$ cat src/shared/fault_sgi_cfg.svh
// Purpose: offsets, field positions, reset values for the fault address / soft interrupt block
// Assumes: byte addresses on a 32-bit classic Wishbone slave
// Notes: definitions only
`ifndef FAULT_SGI_CFG_SVH
`define FAULT_SGI_CFG_SVH
`define FSGI_ADDR_W 12
`define FSGI_OFF_FAULT_ADDR 12'hd38
`define FSGI_OFF_SOFT_TRIG 12'hf00
`define FSGI_OFF_FAULT_STATUS 12'hd28
`define FSGI_OFF_CONFIG_CTRL 12'hd14
`define FSGI_OFF_IRQ_STATUS 12'hd00
`define FSGI_OFF_IRQ_MASK 12'hd04
`define FSGI_OFF_SGI_PEND 12'hd08
`define FSGI_SGI_PEND_WORDS 8
`define FSGI_FAULT_ADDR_RST 32'h0000_0000
`define FSGI_INTERRUPT_IDENTIFIER_MSB 7
`define FSGI_INTERRUPT_IDENTIFIER_LSB 0
`define FSGI_VALID_BIT 7
`define FSGI_PRECISE_BIT 1
`define FSGI_IMPRECISE_BIT 2
`define FSGI_UNPRIV_EN_BIT 1
`define FSGI_EV_FAULT_BIT 0
`define FSGI_EV_SGI_BIT 1
`define FSGI_EV_DENY_BIT 2
`define FSGI_EV_W 3
`endif

$ cat src/shared/fault_sgi_pkg.sv
// Purpose: types shared by the fault address / soft interrupt block
// Assumes: the cfg header supplies every number
// Notes: structs carry the bus request and the fault report
`include "fault_sgi_cfg.svh"
package fault_sgi_pkg;
   typedef struct packed {
      logic cyc;
      logic stb;
      logic we;
      logic [3:0] sel;
      logic [`FSGI_ADDR_W-1:0] adr;
      logic [31:0] dat;
      logic priv;
   } wb_req_t;
   typedef struct packed {
      logic valid;
      logic precise;
      logic [31:0] reqAddr;
   } fault_rpt_t;
   typedef enum logic [1:0] {
      BUS_IDLE = 2'b00,
      BUS_ACK = 2'b01,
      BUS_ERR = 2'b10
   } bus_state_t;
endpackage

$ cat src/sgi_pend_mem.sv
// Purpose: pending bits for 256 software-generated interrupt lines
// Assumes: one set and one clear per cycle
// Notes: read word comes out of a register
`timescale 1ns/1ns
module sgi_pend_mem (
   input wire logic core_clk,
   input wire logic srst,
   input wire logic setEn,
   input wire logic [7:0] setId,
   input wire logic clrEn,
   input wire logic [7:0] clrId,
   input wire logic [2:0] rdWord,
   output logic [31:0] rdData_r,
   output logic [255:0] pend_r
);
   logic [255:0] pend_nxt;
   // set wins over clear for the same line
   always_comb begin
      pend_nxt = pend_r;
      if (clrEn) begin
         pend_nxt[clrId] = 1'b0;
      end
      if (setEn) begin
         pend_nxt[setId] = 1'b1;
      end
   end
   always_ff @(posedge core_clk) begin
      if (srst) begin
         pend_r <= 256'h0;
         rdData_r <= 32'h0;
      end else begin
         pend_r <= pend_nxt;
         rdData_r <= pend_r[rdWord*32 +: 32];
      end
   end
endmodule

$ cat src/fault_status_bits.sv
// Purpose: bus fault status flags, write one to clear
// Assumes: fault reports are one-cycle pulses from the core
// Notes: a new fault in the clearing cycle survives
`timescale 1ns/1ns
`include "fault_sgi_cfg.svh"
module fault_status_bits (
   input wire logic core_clk,
   input wire logic srst,
   input wire fault_sgi_pkg::fault_rpt_t rpt,
   input wire logic clrWr,
   input wire logic [31:0] clrData,
   output logic [7:0] stat_r
);
   logic [7:0] stat_nxt;
   logic [7:0] setMask;
   // set terms per event kind
   assign setMask = rpt.valid ? ((8'h1 << `FSGI_VALID_BIT)
      | (rpt.precise ? (8'h1 << `FSGI_PRECISE_BIT) : (8'h1 << `FSGI_IMPRECISE_BIT))) : 8'h0;
   assign stat_nxt = (stat_r & ~(clrWr ? clrData[7:0] : 8'h0)) | setMask;
   always_ff @(posedge core_clk) begin
      if (srst) begin
         stat_r <= 8'h0;
      end else begin
         stat_r <= stat_nxt;
      end
   end
endmodule

$ cat src/fault_address_and_soft_irq.sv
// Purpose: bus fault address capture and software interrupt trigger behind Wishbone
// Assumes: priv qualifies each request; faults reported as one-cycle pulses
// Notes: ack or err one cycle after the request is seen
`timescale 1ns/1ns
`include "fault_sgi_cfg.svh"
//////////////////////////////////////////////////////////////////////////////
// What this block does
// - a bus fault stores its 32-bit address in the fault address register
// - unaligned faults store the address the instruction asked for
// - stored address valid only while the status valid flag is set
// - fault address register privileged only, read/write, resets to zero
// - writing an interrupt number to the trigger register pends that interrupt
// - low 8 bits write-only identifier; upper bits read zero
// - unprivileged trigger writes accepted when the enable bit is set
// - only privileged software may change the unprivileged enable bit
// - fault status bits clear only on writing one
module fault_address_and_soft_irq (
   input wire logic core_clk,
   input wire logic srst,
   input wire logic wb_cyc_i,
   input wire logic wb_stb_i,
   input wire logic wb_we_i,
   input wire logic [3:0] wb_sel_i,
   input wire logic [`FSGI_ADDR_W-1:0] wb_adr_i,
   input wire logic [31:0] wb_dat_i,
   input wire logic privAccess,
   input wire logic faultPulse,
   input wire logic faultPrecise,
   input wire logic [31:0] faultReqAddr,
   input wire logic sgiAckEn,
   input wire logic [7:0] sgiAckId,
   output logic [31:0] wb_dat_o,
   output logic wb_ack_o,
   output logic wb_err_o,
   output logic sgiStrobe_r,
   output logic [7:0] sgiId_r,
   output logic irq_r
);
   //////////////////////////////////////////////////////////////////////////////
   localparam logic [`FSGI_ADDR_W-1:0] PEND_BASE = `FSGI_OFF_SGI_PEND;
   fault_sgi_pkg::wb_req_t req;
   fault_sgi_pkg::fault_rpt_t rpt;
   fault_sgi_pkg::bus_state_t busState_r, busState_nxt;
   logic [31:0] bus_fault_address_r, bus_fault_address_nxt;
   logic unprivEn_r;
   logic [`FSGI_EV_W-1:0] evStat_r, evStat_nxt, evMask_r, evSet;
   logic [7:0] faultStat;
   logic [31:0] pendWord;
   logic [255:0] pendAll;
   logic [31:0] rdMux, dat_r;
   logic ack_r, err_r;
   logic newReq, isFault, isTrig, isStat, isCfg, isEvs, isEvm, isPend, mapped;
   logic allowed, wrOk, rdOk, sgiFire, pendAny;
   logic [31:0] wMask;

   // byte lanes turned into a bit mask
   function automatic logic [31:0] lane_mask(input logic [3:0] sel);
      lane_mask = {{8{sel[3]}}, {8{sel[2]}}, {8{sel[1]}}, {8{sel[0]}}};
   endfunction

   // address match against an aligned word
   function automatic logic hit(input logic [`FSGI_ADDR_W-1:0] a, input logic [`FSGI_ADDR_W-1:0] off);
      hit = (a[`FSGI_ADDR_W-1:2] == off[`FSGI_ADDR_W-1:2]);
   endfunction

   //////////////////////////////////////////////////////////////////////////////
   // request carried as one struct
   assign req = '{cyc: wb_cyc_i, stb: wb_stb_i, we: wb_we_i, sel: wb_sel_i,
                  adr: wb_adr_i, dat: wb_dat_i, priv: privAccess};
   assign rpt = '{valid: faultPulse, precise: faultPrecise, reqAddr: faultReqAddr};

   // one answer per request; the ack cycle itself takes no new request
   assign newReq = req.cyc & req.stb & (busState_r == fault_sgi_pkg::BUS_IDLE);
   assign isFault = hit(req.adr, `FSGI_OFF_FAULT_ADDR);
   assign isTrig = hit(req.adr, `FSGI_OFF_SOFT_TRIG);
   assign isStat = hit(req.adr, `FSGI_OFF_FAULT_STATUS);
   assign isCfg = hit(req.adr, `FSGI_OFF_CONFIG_CTRL);
   assign isEvs = hit(req.adr, `FSGI_OFF_IRQ_STATUS);
   assign isEvm = hit(req.adr, `FSGI_OFF_IRQ_MASK);
   // pend words fill only the holes of the window; real registers there must win the read path
   assign isPend = (req.adr[`FSGI_ADDR_W-1:5] == PEND_BASE[`FSGI_ADDR_W-1:5]) & ~isEvs & ~isEvm & ~isCfg;
   assign mapped = isFault | isTrig | isStat | isCfg | isEvs | isEvm | isPend;

   // privilege gate: only the trigger opens to user code, and only if enabled
   assign allowed = req.priv | (isTrig & unprivEn_r);
   assign wrOk = newReq & req.we & mapped & allowed;
   assign rdOk = newReq & ~req.we & mapped & allowed;
   assign wMask = lane_mask(req.sel);

   //////////////////////////////////////////////////////////////////////////////
   // bus state: unmapped or forbidden requests get err
   always_comb begin
      busState_nxt = fault_sgi_pkg::BUS_IDLE;
      case (busState_r)
         fault_sgi_pkg::BUS_IDLE: begin
            if (newReq) begin
               busState_nxt = (mapped & allowed) ? fault_sgi_pkg::BUS_ACK : fault_sgi_pkg::BUS_ERR;
            end
         end
         fault_sgi_pkg::BUS_ACK: busState_nxt = fault_sgi_pkg::BUS_IDLE;
         fault_sgi_pkg::BUS_ERR: busState_nxt = fault_sgi_pkg::BUS_IDLE;
         default: busState_nxt = fault_sgi_pkg::BUS_IDLE;
      endcase
   end

   //////////////////////////////////////////////////////////////////////////////
   // fault address: hardware capture beats a software write in the same cycle
   always_comb begin
      bus_fault_address_nxt = bus_fault_address_r;
      if (wrOk & isFault) begin
         bus_fault_address_nxt = (bus_fault_address_r & ~wMask) | (req.dat & wMask);
      end
      if (rpt.valid) begin
         bus_fault_address_nxt = rpt.reqAddr;
      end
   end

   // trigger fires on a byte-lane-0 write; id field is write-only
   assign sgiFire = wrOk & isTrig & req.sel[0];

   // event status: set beats write-one clear
   assign evSet = {newReq & ~(mapped & allowed), sgiFire, rpt.valid};
   assign evStat_nxt = (evStat_r & ~((wrOk & isEvs) ? req.dat[`FSGI_EV_W-1:0] : '0)) | evSet;
   assign pendAny = |pendAll;

   // read data select; trigger reads zero across all bits
   assign rdMux = isFault ? bus_fault_address_r :
                  isStat ? {24'h0, faultStat} :
                  isCfg ? {30'h0, unprivEn_r, 1'b0} :
                  isEvs ? {29'h0, evStat_r} :
                  isEvm ? {29'h0, evMask_r} :
                  isPend ? pendWord :
                  32'h0;

   //////////////////////////////////////////////////////////////////////////////
   always_ff @(posedge core_clk) begin
      if (srst) begin
         busState_r <= fault_sgi_pkg::BUS_IDLE;
         bus_fault_address_r <= `FSGI_FAULT_ADDR_RST;
         unprivEn_r <= 1'b0;
         evStat_r <= '0;
         evMask_r <= '0;
      end else begin
         busState_r <= busState_nxt;
         bus_fault_address_r <= bus_fault_address_nxt;
         evStat_r <= evStat_nxt;
         if (wrOk & isCfg & req.sel[0]) begin
            unprivEn_r <= req.dat[`FSGI_UNPRIV_EN_BIT];
         end
         if (wrOk & isEvm & req.sel[0]) begin
            evMask_r <= req.dat[`FSGI_EV_W-1:0];
         end
      end
   end

   // outputs straight from flops, except wb_dat_o, muxed with the pend word by address
   always_ff @(posedge core_clk) begin
      if (srst) begin
         ack_r <= 1'b0;
         err_r <= 1'b0;
         dat_r <= 32'h0;
         sgiStrobe_r <= 1'b0;
         sgiId_r <= 8'h0;
         irq_r <= 1'b0;
      end else begin
         ack_r <= newReq & mapped & allowed;
         err_r <= newReq & ~(mapped & allowed);
         dat_r <= rdOk ? rdMux : 32'h0;
         sgiStrobe_r <= sgiFire;
         if (sgiFire) begin
            sgiId_r <= req.dat[`FSGI_INTERRUPT_IDENTIFIER_MSB:`FSGI_INTERRUPT_IDENTIFIER_LSB];
         end
         irq_r <= |(evStat_nxt & evMask_r);
      end
   end

   // pend word read: the memory's own register stands in for dat_r, so no extra cycle
   assign wb_dat_o = (isPend & busState_r == fault_sgi_pkg::BUS_ACK) ? pendWord : dat_r;
   assign wb_ack_o = ack_r;
   assign wb_err_o = err_r;

   //////////////////////////////////////////////////////////////////////////////
   sgi_pend_mem u_pend (
      .core_clk(core_clk),
      .srst(srst),
      .setEn(sgiFire),
      .setId(req.dat[7:0]),
      .clrEn(sgiAckEn),
      .clrId(sgiAckId),
      .rdWord(req.adr[4:2]),
      .rdData_r(pendWord),
      .pend_r(pendAll)
   );

   fault_status_bits u_stat (
      .core_clk(core_clk),
      .srst(srst),
      .rpt(rpt),
      .clrWr(wrOk & isStat),
      .clrData(req.dat & wMask),
      .stat_r(faultStat)
   );
endmodule

$ cat config.mk
export PLATFORM = sky130hd
export DESIGN_NAME = fault_address_and_soft_irq
export DESIGN_NICKNAME = d
export VERILOG_FILES = /design/src/shared/fault_sgi_pkg.sv /design/src/sgi_pend_mem.sv /design/src/fault_status_bits.sv /design/src/fault_address_and_soft_irq.sv
export VERILOG_INCLUDE_DIRS = /design/src /design/src/shared
export SDC_FILE = /design/constraint.sdc
export NUM_CORES = 1
export LEC_CHECK = 0
export BUFFER_PORTS_ARGS = -buffer_cell sky130_fd_sc_hd__buf_2
export CAP_MARGIN = 5
export CORE_ASPECT_RATIO = 0.75
export CORE_UTILIZATION = 40
export CTS_CLUSTER_DIAMETER = 60
export DETAILED_ROUTE_END_ITERATION = 7
export GPL_ROUTABILITY_DRIVEN = 0
export SETUP_SLACK_MARGIN = 0.5
export SLEW_MARGIN = 25
export SYNTH_ARGS = -nofsm -noshare
export SYNTH_HDL_FRONTEND = slang
export SYNTH_SLANG_ARGS = --single-unit
$ cat constraint.sdc
create_clock -name core_clk -period 2.7 [get_ports core_clk]
set_clock_uncertainty 0.1 [all_clocks]
set_input_delay 0.135 -clock core_clk [delete_from_list [all_inputs] [get_ports core_clk]]
set_output_delay 0.135 -clock core_clk [all_outputs]
set_load 0.1 [all_outputs]
==> metrics.yaml <==
synth:
  ys_seq_area_frac: 0.4448
  async_flop_share: 0
  avgSynthCellArea_um2: 9.116
  yosys_warnings: 0
  syn_area_mm2: 0.01715
  synth.distinct_cells: 53
  synth_fp_nets: 1978
  synth_cells: 1881
  synth_seq_cells: 381
  synth-edff-count: 0
  synthFlopType: "dfxtp_1"
min_path:
  hold_depth: 5
  hold_end: "dat_r[1]"
  hp-class: "in2reg"
  min_from: "wb_adr_i[11]"
global_route:
  grt_util_all_layers: 0.2662
  antenna_found_initial: 1
  grt_pass1_vias: 14720
  grt_start_max_net_pins: 193
  grt_overflow: 0
  grt_first_pass_wirelength_mm: 88.93
power_and_ir_drop:
  power.leakage_nw: 7.441
  p_switching_w: 0.002788
  p_comb_frac: 0.061
  irDropWorstVdd_uv: 390.8
  p_per_area_mw_per_mm2: 568.9
  p_clk_frac: 0.462
  total_power_w: 0.01192
  p_int_w: 0.009136
  p_sw_frac: 0.2338
  seq_power_share: 0.476
timing:
  slew_headroom: 0.3244
  worst_slew_pin_slew_ns: 1.011
  fmax_ghz: 0.4223
  rsz0062_at_grt: "yes"
  drv_slew: 0
  hold_violations: 0
  period_minus_slack_ns: 2.368
  setup_tns_ns: 0
  post-route-period-util: 0.8770
  setup_viol: 0
critical_path:
  timing.rr.start: "busState_r[0]"
  crit_arrival_ns: 2.13
  endpoint_kind: "primary output"
  path_cells: "buf_6 -> or4b_4 -> a2111oi_4 -> and3b_2 -> buf_12 -> mux2_2 -> buf_4"
  path_class: "in2out"
  r2r_slack_ns: 0.56
  r2r_end: "unprivEn_r"
  crit_path_top_delay_cell: "or4b_4"
  worst_path_largest_cell_delay_ns: 0.54
  critical-path-top-delay-family: "simple AND/OR/NAND/NOR gates"
  crit_buf_inv: 3
  critPathLaunchType: "input pin"
  cp_max_fo: 16
  worstPathRequired_ns: 2.47
  r2r_cells: 7
cells_and_area:
  area_growth_pct: 22.24
  layout_commonest_cell: "o21ai_0"
  final_nets: 2129
  drive_above_1_share: 0.1831
  insertedDiodeCount: 0
  mostFrequentLayoutCells: "o21ai_0 (515), dfxtp_1 (381), nor2b_1 (268)"
  final_util: 0.4975
run_status:
  status: "complete, no violations"
detailed_routing:
  drc: 0
  drtIter0Drc: 1482
  route.detailed.wl_per_inst_um: 22.37
  ant_nets: 0
  viasPerCell: 5.742
  route.vias.total: 15090
  drtPass1Iterations: 5
  wirelength_mm: 58.80
clock_network:
  clk_pin_slew_ns: 0.06
  clkSinkCount: 381
  clkLatencyLatePin_ns: 0.55
  cts.path.max_buffers: 3
  h-tree-depth: 2
  cts_tree: "yes"
  cts-buffers-inserted: 37
  cts_root_buffer: "clkbuf_16"
placement:
  portBuffers: 138
  dp_hpwl_mm: 34.95
die:
  num_rows: 65
  ios: 141
  die_area_mm2: 0.04371
  core_area_mm2: 0.04213
  initial_core_util: 0.4070
  chipWidth_um: 241.1
  die_h_um: 181.3
job:
  cap_violations: 0
what timing repair did:
| action | in CTS | in global routing |
|---|---|---|
| setup endpoints to repair | 47 | 48 |
| pin swaps | 0 | 2 |
| hold buffers | 77 | 0 |
| hold endpoints to repair | 69 | 0 |
| buffers inserted | 3 | 1 |
| resized for setup | 66 | 12 |
| cloned | 2 | 0 |
state kept, by name, summed over array words and instances (netlist names), named ones only:
name             flops
busState_r           2
dat_r               32
evMask_r             3
evStat_r             3
irq_r                1
sgiId_r              8
sgiStrobe_r          1
u_pend.pend_r      256
u_pend.rdData_r     32
u_stat.stat_r        8
unprivEn_r           1
wb_ack_o             1
wb_err_o             1
kinds of logic (layout without fill, tap and decap cells):
family,Yosys count,count (layout),synth area share
AOI/OAI and AO/OA,623,623,0.1966
and+or+nand+nor,539,539,0.1727
DFF,381,381,0.4448
buffers and inverters,175,353,0.04159
muxes,163,163,0.1443
metrics by stage:
step                hold slack (ns)  cell area (um^2)  setup WS, ns  instances
finish                      0.01103             20960        0.3322       2628
global route                0.04302             20960        0.3017       2628
CTS                        0.003864             20900        0.3466       2627
detailed placement           0.3175             18540        0.2515       2479
global placement             0.3131             18540        0.2594       2479
floorplan                    0.1229             17260        0.4907       1881
synthesized netlist by cell type, types with 9 or more instances:
master | n | area share
inv_1 | 11 | 0.0024
nand2b_1 | 9 | 0.0033
a22oi_1 | 29 | 0.013
nand2_1 | 58 | 0.013
mux2i_1 | 65 | 0.038
nand3_1 | 41 | 0.012
buf_2 | 12 | 0.0035
o21ai_0 | 515 | 0.15
mux4_2 | 64 | 0.084
mux2_1 | 26 | 0.017
a211oi_1 | 31 | 0.014
a21oi_1 | 28 | 0.0082
nor2_1 | 118 | 0.026
dfxtp_1 | 381 | 0.44
nor3_1 | 9 | 0.0026
clkbuf_1 | 143 | 0.031
nand4_1 | 10 | 0.0036
nor2b_1 | 268 | 0.098
final cells by class:
class                           count  area, um^2
Sequential cell                   381        7627
Clock inverter                     14       178.9
Clock buffer                       52        1095
Timing Repair Buffer              276        2356
Inverter                           11       41.29
Tap cell                          569       711.9
Multi-Input combinational cell   1325        8950
Fill cell                        3919       21170
how the worst max path moves through the flow:
stage                            from      endpoint  depth (start not counted)
after floorplan           wb_adr_i[9]  wb_dat_o[10]                          7
after CTS                 wb_adr_i[6]  wb_dat_o[10]                          8
after global placement    wb_adr_i[6]  wb_dat_o[31]                          7
final                     wb_adr_i[6]  wb_dat_o[31]                          7
after global routing      wb_adr_i[6]  wb_dat_o[31]                          7
after detailed placement  wb_adr_i[6]  wb_dat_o[31]                          7
power by group through the flow:
stage                     clock (W)  combinational, W  sequential [W]
after CTS                   0.00555          0.000713         0.00568
after detailed placement          0          0.000624         0.00581
after global placement            0          0.000620         0.00580
after floorplan                   0          0.000371         0.00580
after global routing        0.00579          0.000774         0.00568
final                       0.00551          0.000731         0.00568
metal layers:
metal | part of all wire | vias to the layer above | GRT usage | wire [um]
met5 | 0 | - | 0 | 0
met4 | 0.026 | 0 | 0.08051 | 1525
met3 | 0.077 | 118 | 0.04950 | 4529
met2 | 0.46 | 603 | 0.4177 | 27240
met1 | 0.43 | 7413 | 0.3697 | 25510
li1 | - | 6957 | - | -
tightest hold or removal path, cell delays in order:
cell and delay (ns):
buf_2 0.10, nand2_1 0.12, nor2_2 0.09, o221ai_1 0.09
a2111oi_2 0.05
(Power assumes the default switching activity.)
